**src/usb_status_control_map.svh**
```systemverilog
`ifndef USB_STATUS_CONTROL_MAP_SVH
`define USB_STATUS_CONTROL_MAP_SVH
// Register byte offsets on the plain register port.
`define OFS_LAST_TRANSFER_STATUS 8'h00
`define OFS_BUS_CONTROL 8'h04
`define OFS_DEVICE_ADDRESS_SPEED 8'h08
`define OFS_TRANSFER_DONE 8'h0C
// Field positions in the status register.
`define STAT_ENDP_HI 7
`define STAT_ENDP_LO 4
`define STAT_DIR_BIT 3
`define STAT_BANK_BIT 2
// Field positions in the control register.
`define CON_LIVE_J_STATE_BIT 7
`define CON_SE0_BIT 6
`define CON_PACKET_PROCESSING_DISABLE_BIT 5
`define CON_BUSRST_BIT 4
`define CON_HOST_MODE_ENABLE_BIT 3
`define CON_RESUME_BIT 2
`define CON_PPRST_BIT 1
`define CON_ENABLE_BIT 0
// Field positions in the address register.
`define ADDR_LOWSPEED_BIT 7
// Reset values.
`define RST_BUS_CONTROL 6'h00
`define RST_DEVICE_ADDRESS 8'h00
// Timing: frame period in milliseconds and clock rate in MHz.
`define FRAME_PERIOD_US 1
`define CLK_MHZ 100
`define FRAME_CYCLES (`FRAME_PERIOD_US * 1000 * `CLK_MHZ)
// Length of the low-speed end-of-packet appended to resume, in nanoseconds and in cycles.
`define LS_EOP_NS 1330
`define LS_EOP_CYCLES ((`LS_EOP_NS + 9) / 10)
// Depth of the status FIFO.
`define STAT_FIFO_DEPTH 4
`endif

```
**src/usb_status_control_pkg.sv**
```systemverilog
package usb_status_control_pkg;
  // One status FIFO entry.
  typedef struct packed {
    logic [3:0] endpoint;
    logic dir;
    logic bank;
  } stat_entry_s;
  // Token codes a host writes to the token command register.
  typedef enum logic [3:0] {
    TOK_OUT = 4'h1,
    TOK_IN = 4'h9,
    TOK_SETUP = 4'hD
  } token_e;
  // Resume sequencing in host mode.
  typedef enum logic [1:0] {RES_IDLE, RES_ACTIVE, RES_EOP} resume_e;
  // Plain register port request.
  typedef struct packed {
    logic [7:0] addr;
    logic [31:0] wdata;
    logic wr;
    logic rd;
  } reg_req_s;
  // Line state sampled from the bus.
  typedef struct packed {
    logic live_j_state;
    logic se0;
  } line_s;
endpackage

```
**src/usb_status_control.sv**
```systemverilog
// The address-and-strobe port and the register addresses were decided locally.
`timescale 1ns/10ps
`include "usb_status_control_map.svh"
// Notes on behaviour
// - Status bits 7..4 give last endpoint.
// - Status bit 3 gives transfer direction.
// - Status bit 2 gives odd or even bank.
// - Status reads head of four-entry FIFO.
// - Clearing done flag advances status FIFO.
// - Upper bits and status bits 1..0 read zero.
// - Control bit 7 shows live J state.
// - Control bit 6 shows live SE0.
// - Device mode bit 5 disables packets; SETUP sets.
// - Host mode bit 5 shows token busy.
// - Host mode bit 4 drives bus reset.
// - Bit 3 enables host; toggle resets host.
// - Bit 2 resumes; host appends low-speed EOP.
// - Bit 1 forces ping-pong pointers even.
// - Device mode bit 0 enables module.
// - Host mode bit 0 sends SOF each ms.
// - Address bit 7 selects low speed.
// - Address bits 6..0 hold device address.
module usb_status_control (
  // Clock and reset.
  input wire logic clk_sys,
  input wire logic srst,
  // Register port.
  input wire usb_status_control_pkg::reg_req_s regReq,
  output logic [31:0] regRdata,
  // Live line state from the transceiver pins.
  input wire usb_status_control_pkg::line_s linePins,
  // Transaction completion from the packet engine.
  input wire logic txnDone,
  input wire usb_status_control_pkg::stat_entry_s txnStat,
  input wire logic setupRcvd,
  input wire logic tokenActive,
  // Controls toward the packet engine and line driver.
  output logic moduleEnable,
  output logic hostMode,
  output logic hostLogicReset,
  output logic packetDisable,
  output logic busResetDrive,
  output logic resumeDrive,
  output logic lsEopDrive,
  output logic pingpongReset,
  output logic sofPulse,
  output logic lowSpeedSelect,
  output logic [6:0] deviceAddress,
  output logic transferDone
);
  localparam int FrameCycles = `FRAME_CYCLES;
  localparam int EopCycles = `LS_EOP_CYCLES;
  localparam int Depth = `STAT_FIFO_DEPTH;

  typedef struct packed {
    logic [2:0] jSync;
    logic [2:0] seSync;
    logic live_j_state;
    logic se0;
    logic [1:0] rdPtr;
    logic [1:0] wrPtr;
    logic [2:0] count;
    logic [5:0] ctrl;
    logic [7:0] addr;
    logic [16:0] frameCnt;
    logic [7:0] eopCnt;
    usb_status_control_pkg::resume_e resState;
    logic sof;
    logic hostRst;
    logic [31:0] rdata;
  } state_s;

  state_s cur;
  state_s next_cur;
  usb_status_control_pkg::stat_entry_s fifoMem [Depth];
  usb_status_control_pkg::stat_entry_s head;
  logic push;
  logic pop;
  logic [5:0] wctrl;

  // The FIFO storage lives outside the state struct since arrays are awkward
  // inside packed structs; its pointers live in the struct.
  always_ff @(posedge clk_sys) begin
    if (push) begin
      fifoMem[cur.wrPtr] <= txnStat;
    end
  end

  assign head = fifoMem[cur.rdPtr];

  // Next-state logic for all control state.
  always_comb begin
    next_cur = cur;
    wctrl = regReq.wdata[5:0];
    // Three-stage synchronisers; a level counts once stages two and three agree.
    next_cur.jSync = {cur.jSync[1:0], linePins.live_j_state};
    next_cur.seSync = {cur.seSync[1:0], linePins.se0};
    if (cur.jSync[2] == cur.jSync[1]) begin
      next_cur.live_j_state = cur.jSync[2];
    end
    if (cur.seSync[2] == cur.seSync[1]) begin
      next_cur.se0 = cur.seSync[2];
    end
    // A full FIFO drops new entries rather than overwrite unread status.
    push = txnDone && (cur.count != 3'(Depth));
    pop = regReq.wr && (regReq.addr == `OFS_TRANSFER_DONE) &&
      regReq.wdata[0] && (cur.count != 3'h0);
    if (push) begin
      next_cur.wrPtr = cur.wrPtr + 2'h1;
    end
    if (pop) begin
      next_cur.rdPtr = cur.rdPtr + 2'h1;
    end
    next_cur.count = cur.count + 3'(push) - 3'(pop);
    // Register writes.
    if (regReq.wr && regReq.addr == `OFS_BUS_CONTROL) begin
      next_cur.ctrl = wctrl;
    end
    if (regReq.wr && regReq.addr == `OFS_DEVICE_ADDRESS_SPEED) begin
      next_cur.addr = regReq.wdata[7:0];
    end
    // A SETUP in device mode sets packet disable after any write, so it wins.
    if (!cur.ctrl[`CON_HOST_MODE_ENABLE_BIT] && setupRcvd) begin
      next_cur.ctrl[`CON_PACKET_PROCESSING_DISABLE_BIT] = 1'b1;
    end
    // Any toggle of host enable resets host logic for one cycle.
    next_cur.hostRst = next_cur.ctrl[`CON_HOST_MODE_ENABLE_BIT] !=
      cur.ctrl[`CON_HOST_MODE_ENABLE_BIT];
    // Start-of-frame timer runs only while host SOF generation is on.
    next_cur.sof = 1'b0;
    if (!(cur.ctrl[`CON_HOST_MODE_ENABLE_BIT] && cur.ctrl[`CON_ENABLE_BIT]) ||
        cur.hostRst) begin
      next_cur.frameCnt = 17'h00000;
    end else if (cur.frameCnt == 17'(FrameCycles - 1)) begin
      next_cur.frameCnt = 17'h00000;
      next_cur.sof = 1'b1;
    end else begin
      next_cur.frameCnt = cur.frameCnt + 17'h00001;
    end
    // Resume: on release in host mode, append a low-speed EOP.
    unique case (cur.resState)
      usb_status_control_pkg::RES_IDLE: begin
        if (cur.ctrl[`CON_RESUME_BIT]) begin
          next_cur.resState = usb_status_control_pkg::RES_ACTIVE;
        end
      end
      usb_status_control_pkg::RES_ACTIVE: begin
        if (!cur.ctrl[`CON_RESUME_BIT]) begin
          next_cur.eopCnt = 8'h00;
          next_cur.resState = cur.ctrl[`CON_HOST_MODE_ENABLE_BIT] ?
            usb_status_control_pkg::RES_EOP :
            usb_status_control_pkg::RES_IDLE;
        end
      end
      usb_status_control_pkg::RES_EOP: begin
        next_cur.eopCnt = cur.eopCnt + 8'h01;
        if (cur.eopCnt == 8'(EopCycles - 1)) begin
          next_cur.resState = usb_status_control_pkg::RES_IDLE;
        end
      end
    endcase
    if (cur.hostRst && cur.resState == usb_status_control_pkg::RES_EOP) begin
      next_cur.resState = usb_status_control_pkg::RES_IDLE;
    end
    // Read data stands in the cycle after the read strobe only.
    next_cur.rdata = 32'h00000000;
    if (regReq.rd) begin
      unique case (regReq.addr)
        `OFS_LAST_TRANSFER_STATUS: begin
          next_cur.rdata[`STAT_ENDP_HI:`STAT_ENDP_LO] = head.endpoint;
          next_cur.rdata[`STAT_DIR_BIT] = head.dir;
          next_cur.rdata[`STAT_BANK_BIT] = head.bank;
        end
        `OFS_BUS_CONTROL: begin
          next_cur.rdata[5:0] = cur.ctrl;
          if (cur.ctrl[`CON_HOST_MODE_ENABLE_BIT]) begin
            next_cur.rdata[`CON_PACKET_PROCESSING_DISABLE_BIT] = tokenActive;
          end
          next_cur.rdata[`CON_LIVE_J_STATE_BIT] = cur.live_j_state;
          next_cur.rdata[`CON_SE0_BIT] = cur.se0;
        end
        `OFS_DEVICE_ADDRESS_SPEED: begin
          next_cur.rdata[7:0] = cur.addr;
        end
        `OFS_TRANSFER_DONE: begin
          next_cur.rdata[0] = cur.count != 3'h0;
        end
        default: begin
          next_cur.rdata = 32'h00000000;
        end
      endcase
    end
    if (srst) begin
      next_cur = '0;
      next_cur.ctrl = `RST_BUS_CONTROL;
      next_cur.addr = `RST_DEVICE_ADDRESS;
      next_cur.resState = usb_status_control_pkg::RES_IDLE;
    end
  end

  // Single state register.
  always_ff @(posedge clk_sys) begin
    cur <= next_cur;
  end

  // Outputs decoded from registered state.
  assign regRdata = cur.rdata;
  assign hostMode = cur.ctrl[`CON_HOST_MODE_ENABLE_BIT];
  assign hostLogicReset = cur.hostRst;
  assign moduleEnable = !cur.ctrl[`CON_HOST_MODE_ENABLE_BIT] &&
    cur.ctrl[`CON_ENABLE_BIT];
  assign packetDisable = !cur.ctrl[`CON_HOST_MODE_ENABLE_BIT] &&
    cur.ctrl[`CON_PACKET_PROCESSING_DISABLE_BIT];
  assign busResetDrive = cur.ctrl[`CON_HOST_MODE_ENABLE_BIT] &&
    cur.ctrl[`CON_BUSRST_BIT];
  assign resumeDrive = cur.ctrl[`CON_RESUME_BIT];
  assign lsEopDrive = cur.resState == usb_status_control_pkg::RES_EOP;
  assign pingpongReset = cur.ctrl[`CON_PPRST_BIT];
  assign sofPulse = cur.sof;
  assign lowSpeedSelect = cur.addr[`ADDR_LOWSPEED_BIT];
  assign deviceAddress = cur.addr[6:0];
  assign transferDone = cur.count != 3'h0;
endmodule

```
**config.mk**
```make
export PLATFORM = sky130hd
export DESIGN_NAME = usb_status_control
export DESIGN_NICKNAME = d
export VERILOG_FILES = /design/src/usb_status_control_pkg.sv /design/src/usb_status_control.sv
export VERILOG_INCLUDE_DIRS = /design/src
export SDC_FILE = /design/constraint.sdc
export NUM_CORES = 1
export LEC_CHECK = 0
export ABC_AREA = 1
export BUFFER_PORTS_ARGS = -buffer_cell sky130_fd_sc_hd__buf_2
export CAP_MARGIN = 20
export CORE_ASPECT_RATIO = 1.4
export CORE_MARGIN = 2
export CORE_UTILIZATION = 41
export DETAILED_ROUTE_END_ITERATION = 10
export PLACE_DENSITY = 0.63
export REMOVE_ABC_BUFFERS = 1
export SLEW_MARGIN = 5
export SYNTH_ARGS = -nofsm -noshare
export SYNTH_HDL_FRONTEND = slang
export SYNTH_SLANG_ARGS = --single-unit
```
**constraint.sdc**
```tcl
create_clock -name clk_sys -period 1.8 [get_ports clk_sys]
set_input_delay 0.27 -clock clk_sys [delete_from_list [all_inputs] [get_ports clk_sys]]
set_output_delay 0.27 -clock clk_sys [all_outputs]
set_load 0.05 [all_outputs]
```
=== After elaboration in Yosys (flattened, before gate mapping) ===
Memory sizes are Yosys's and may differ from the RTL's. A register that Yosys moved wholly into a read port is not among the register bits.
Index checks and enable logic that the tools add are counted.

* Bits in registers: 90
* Latch bits: 0
* Memory bits (writable): 24
* Memory bits (read-only): 0
* Bits of input ports: 55
* Output and inout bits: 50
* Logic and storage cells: 83
* Memories: 1

{| class="wikitable"
|+ Memory list
! name !! depth !! bits a word !! rd ports !! clocked after memory_dff !! write ports !! RTL line !! source
|-
| fifoMem || 4 || 6 || 1 || 1 || 1 || usb_status_control.sv:75 || <nowiki>usb_status_control_pkg::stat_entry_s fifoMem [Depth];</nowiki>
|}

* Add/subtract/negate cells: 6
* Multipliers: 0
* Div/mod/pow operators: 0
* Order comparisons: 0
* Eq/ne operators: 14
* Shift operators: 0
* Muxes and demuxes: 17
* Bitwise logic cells: 1
* Reductions and logical operators: 26

{| class="wikitable"
|+ Operator list
! cell !! number
|-
| $pmux 6 s3 || 1
|-
| $add 17x1->17 const B || 1
|-
| $eq 17x17->1 const B || 1
|-
| $eq 8x4->1 const B || 2
|-
| $pmux 8 s2 || 1
|-
| $logic_and 1x1->1 || 12
|-
| $mux 10 || 1
|-
| $mux 2 || 5
|-
| $add 8x1->8 const B || 1
|-
| $eq 8x3->1 const B || 1
|-
| $eq 8x8->1 const B || 1
|-
| $logic_not 8->1 || 1
|-
| $mux 6 || 1
|-
| $pmux 2 s3 || 1
|-
| $reduce_or 2->1 || 3
|-
| $mux 1 || 5
|-
| $add 2x1->2 const B || 2
|-
| $ne 2x2->1 const B || 2
|-
| $reduce_bool 2->1 || 2
|-
| $add 3x1->3 || 1
|-
| $ne 3x3->1 const B || 1
|-
| $pmux 1 s3 || 1
|-
| $reduce_and 3->1 || 1
|-
| $reduce_bool 3->1 || 1
|-
| other kinds (13) || 15
|}

=== Logic depth before layout (Yosys ltp) ===
* Word-level depth: 6
* Gate-level depth with buffers: 12
* Depth with buffers taken out: 12

=== Worst setup path after synthesis ===
Ideal clock, no wire load.

* Kind: register -> register
* Start: reg cur[76] (netlist bit)
* End: reg cur[77] (netlist bit)
* Library setup time: 0.070 ns
* Arrival: 2.058 ns
* Required time: 1.730 ns
* Path slack: -0.328 ns
* Cell stages (with the launch flop): 12
* Buffers on the path: 0
* Period minus slack after synthesis: 2.128 ns
* Cells stage by stage: dfxtp_1 > nor2_1 > nand2_1 > nand3_1 > nor2_2 > ha_1 > inv_1 > ha_1 > fa_1 > inv_1 > o21ai_0 > a21oi_1

* Elaborated cells on any way between the ends: 6
* Those cells by class: add/sub: 2; eq/ne: 1; reduce/logical: 3

{| class="wikitable"
|+ RTL lines
! element !! RTL line !! source
|-
| from (decl) || usb_status_control.sv:73 || <nowiki>state_s cur;</nowiki>
|-
| from (signal assigned) || usb_status_control.sv:203 || <nowiki>cur <= next_cur;</nowiki>
|-
| $reduce_bool 3->1 || n/a ||
|-
| net transferDone || usb_status_control.sv:49 || <nowiki>output logic transferDone</nowiki>
|-
| $logic_and 1x1->1 || usb_status_control.sv:106 || <nowiki>pop = regReq.wr && (regReq.addr == `OFS_TRANSFER_DONE) &&</nowiki>
|-
| net pop || usb_status_control.sv:78 || <nowiki>logic pop;</nowiki>
|-
| $sub 3x1->3 || usb_status_control.sv:114 || <nowiki>next_cur.count = cur.count + 3'(push) - 3'(pop);</nowiki>
|}

The timed path passes the listed nets, and every way through them passes these cells.
A chain may end at the register's enable or synchronous reset.

=== Worst setup path after layout ===
* Start: reg cur[76] (netlist bit)
* End: reg cur[76] (netlist bit)

* Elaborated cells on any way between the ends: 6
* Those cells by class: add/sub: 2; eq/ne: 1; reduce/logical: 3

{| class="wikitable"
|+ RTL lines
! element !! RTL line !! source
|-
| $reduce_bool 3->1 || usb_status_control.sv:107 || <nowiki>regReq.wdata[0] && (cur.count != 3'h0);</nowiki>
|-
| $logic_and 1x1->1 || usb_status_control.sv:106 ||
|-
| net pop || usb_status_control.sv:78 ||
|-
| $sub 3x1->3 || usb_status_control.sv:114 ||
|}

The timed path passes the listed nets, and every way through them passes these cells.

==> metrics.md <==
| Metric | Value |
|---|---|
| Synth Area in XOR/XNOR | ~1.4% |
| Syn Inst Count | about 560 |
| Slew Limit Fails | 0 |
| DIE WIDTH | 92.1 um |
| Slowest-stage cell, CP | fa_2 |
| ANT nets after route | 0 |
| Critical Path AT | around 2.1 ns |
| Fin Hold WS | ~0.14 ns |
| Final Skew | 0.00663 ns |
| DR iter-0 viols | ~110 |
| Number of global-route vias before repair | around 3,200 |
| Final Total Pwr | roughly 5 mW |
| GR peak layer | met2 |
| Gr usage total | around 16% |
| Post-Synth Adder-Cell Area | 3.82% |
| FFs w/ async S/R, synth | 0% |
| Hold Crit Class | input port to register |
| Count leader, synth | nor2_1 |
| Worst EP required | 2.07 ns |
| Maximum vdd drop | between 0.4 and 0.5 mV |
| First-pass GRT wire length | 14,700 um |
| Area contributors post-synth | dfxtp_1, edfxtp_1, nor2_1, nand2_1, buf_4 |
| Failing checks | setup timing |
| Multiplexer area fraction after synthesis | 0% |
| CTS H-tree lvls | 3 |
| Met1 GRT Util | ~18% |
| Share of layout cells above drive strength 1 | 20.9% |
| Fmax achieved | 544 MHz |
| Post-DP HPWL | 7010 um |
| Die Span Y | approximately 130 um |
| Synthesized flop and latch total | 92 |
| Met2 Use GR | between 20 and 30% |
| Reg clk slew, reported paths | ~0.06 ns |
| Syn avg cell area | 7.98 um2 |
| # rows | 45 |
| Main combinational cell family by area after synthesis | simple AND/OR/NAND/NOR gates |
| Setup WS post-layout | -0.0388 ns |
| CP top delay family | adder cells |
| Max Root-Sink Buffers | 2 |
| Worst slack, placed | -0.162 ns |
| Pwr dens | 958 nW/um2 |
| RSZ-0062 raised after global routing | yes |
| Vias per cell | 4.57 |
| Num CTS Buffers | 9 |
| Commonest cells in the netlist | nor2_1, nand2_1, inv_1 |
| Simple-Gate Fraction of Synth Area | 25.7% |
| DR DRC count | 0 |
| DR vias | 3,541 |
| Initial antenna violation count | 3 |
| Largest net degree at the start of global routing | 22 |
| Layout area overhead | 16.8% |
| YS warnings | 0 |
| Cts hold-fix bufs | 0 |
| CP endpoint kind | register |
| Max FO, Critical Path | 3 |
| Setup violators final | 1 |
| EDFF count, synth | 24 |
| Final #Nets | 695 |
| Initial Utilization | 41.6% |
| Io pins | 105 |
| Met3 Track Usage GR | 5.19% |
| Synth cell types | 38 |
| CP max stage delay | 0.54 ns |
| Critical-path cell list | nor2_2 -> nand2_2 -> nand3_4 -> nor2_4 -> ha_4 -> inv_2 -> ha_4 -> fa_2 -> inv_2 -> nor2_2 |
| Port Buf Inserts | 56 |
| Gpl congestion | roughly 0.8 |
| Crit path time final | 1.84 ns |
| Die area | 11,700 um2 |
| Initial DRT Pass Iterations | 4 |
| Sequential fraction of the synthesis area | 46.8% |
| Crit path kind | register to register |
| Synth Cell Area | 4450 um2 |
| Startpoint types | register |
| Final Hold Vio Count | 0 |
| CTS root buffer | clkbuf_16 |
| Cell taking the most area after synthesis | dfxtp_1 |
| CTS tree | built |
| Pleak | 2.21 nW |
| Clk sink count | 92 |
| Area fraction of the dominant cell type after synthesis | 30.6% |
| Main flop type after synthesis | dfxtp_1 |
| Final period util | 102% |
| Post-layout util | 48.6% |
| Mean routed wirelength per cell | ~12 um |
| Clk_lat worst skew | 0.34 ns |
| Buf+Inv Stages, Crit Path | 2 |
| Total Wirelength | 9190 um |
| Synth Area in Compound Gates | 8.21% |
| Status | finished, violations left |
| Core ar. | 10,700 um2 |
| Max cap viols | 0 |
| GRT Residual Overflow | 0 |
-- worst reg2reg max path, delay by kind of cell, from the launching register on --
kind          cells  cell delay (ns)
fa+ha+maj         3             0.95
buf+inv           2             0.08
flops             1             0.33
simple gates      5             0.42
-- where the power goes --
| group | internal (mW) | leakage (nW) | switching (mW) |
|---|---|---|---|
| sequential | 2.23 | 0.772 | 0.0558 |
| clock | 1.11 | 0.141 | 0.725 |
| combinational | 0.280 | 1.30 | 0.579 |
| total | 3.62 | 2.21 | 1.36 |
-- registers in the layout (all words and copies together), names as in the netlist, named ones only --
register	flops
cur	45
fifoMem	24
regRdata	8
deviceAddress	7
hostLogicReset	1
hostMode	1
lowSpeedSelect	1
pingpongReset	1
resumeDrive	1
sofPulse	1
-- repair_timing --
item	in CTS	in global routing
pin swaps	4	8
setup endpoints to repair	2	7
setup buffers	1	1
gates resized for setup	5	18
-- placed cells by master (no fill, tap or decap), drive strengths merged --
cell type | Yosys | layout
inv | 71 | 71
or2 | 2 | 2
fa | 1 | 1
o21ai | 38 | 38
xor2 | 6 | 6
a21boi | 2 | 2
edfxtp | 24 | 24
conb | 1 | 24
o2111ai | 1 | 1
a31oi | 1 | 1
ha | 12 | 12
a21oi | 26 | 26
bufinv | 0 | 1
clkinv | 2 | 3
clkbuf | 3 | 14
buf | 42 | 81
diode | 0 | 2
nand4 | 8 | 8
nor4 | 1 | 1
a211oi | 1 | 1
nor2 | 117 | 117
nand2 | 93 | 93
nor3 | 10 | 10
xnor2 | 1 | 1
nand3 | 26 | 26
dfxtp | 68 | 68
-- metrics by stage --
step | area, um2 | setup TNS (ns) | std cells
global route | 5190 | -0.139 | 773
detailed placement | 4820 | -0.310 | 755
global placement | 4820 | -0.203 | 755
CTS | 5130 | -0.0434 | 772
floorplan | 4190 | -0.666 | 535
finish | 5200 | -0.0388 | 775
-- kinds of logic after synthesis --
kind of cell,Yosys count
DFF,92
AOI/OAI and AO/OA,69
xor gates and xnor gates,7
adders and majority gates,13
buffers and inverters,119
and+or+nand+nor,257
other,1
-- path summary, 6_finish.rpt --
| check | start | end | slack [ns] | cells past startpoint |
|---|---|---|---|---|
| max reg2reg | cur[76] | cur[76] | -0.04 | 10 |
| min reg2reg | cur[84] | cur[85] | 0.40 | 2 |
| min | linePins[1] | cur[87] | 0.14 | 3 |
| max | cur[76] | cur[76] | -0.04 | 10 |
-- layout make-up --
class                      instances  area (um2)
antenna                            2        5.00
clock buffer                      14         254
clock inverter                     2        35.0
fill                            1052        5500
inverter                          73         277
multi-input combinational        370        1900
sequential                        92        2090
tap                              141         176
timing repair buffer              81         468
-- metal layers --
metal	routed length, um	vias to the layer above	share of wire [%]
li1	-	1841	-
met1	3850	1617	42
met2	4640	70	50
met3	545	11	5.9
met4	146	2	1.6
met5	11	-	0.12
(Power assumes the default switching activity.)
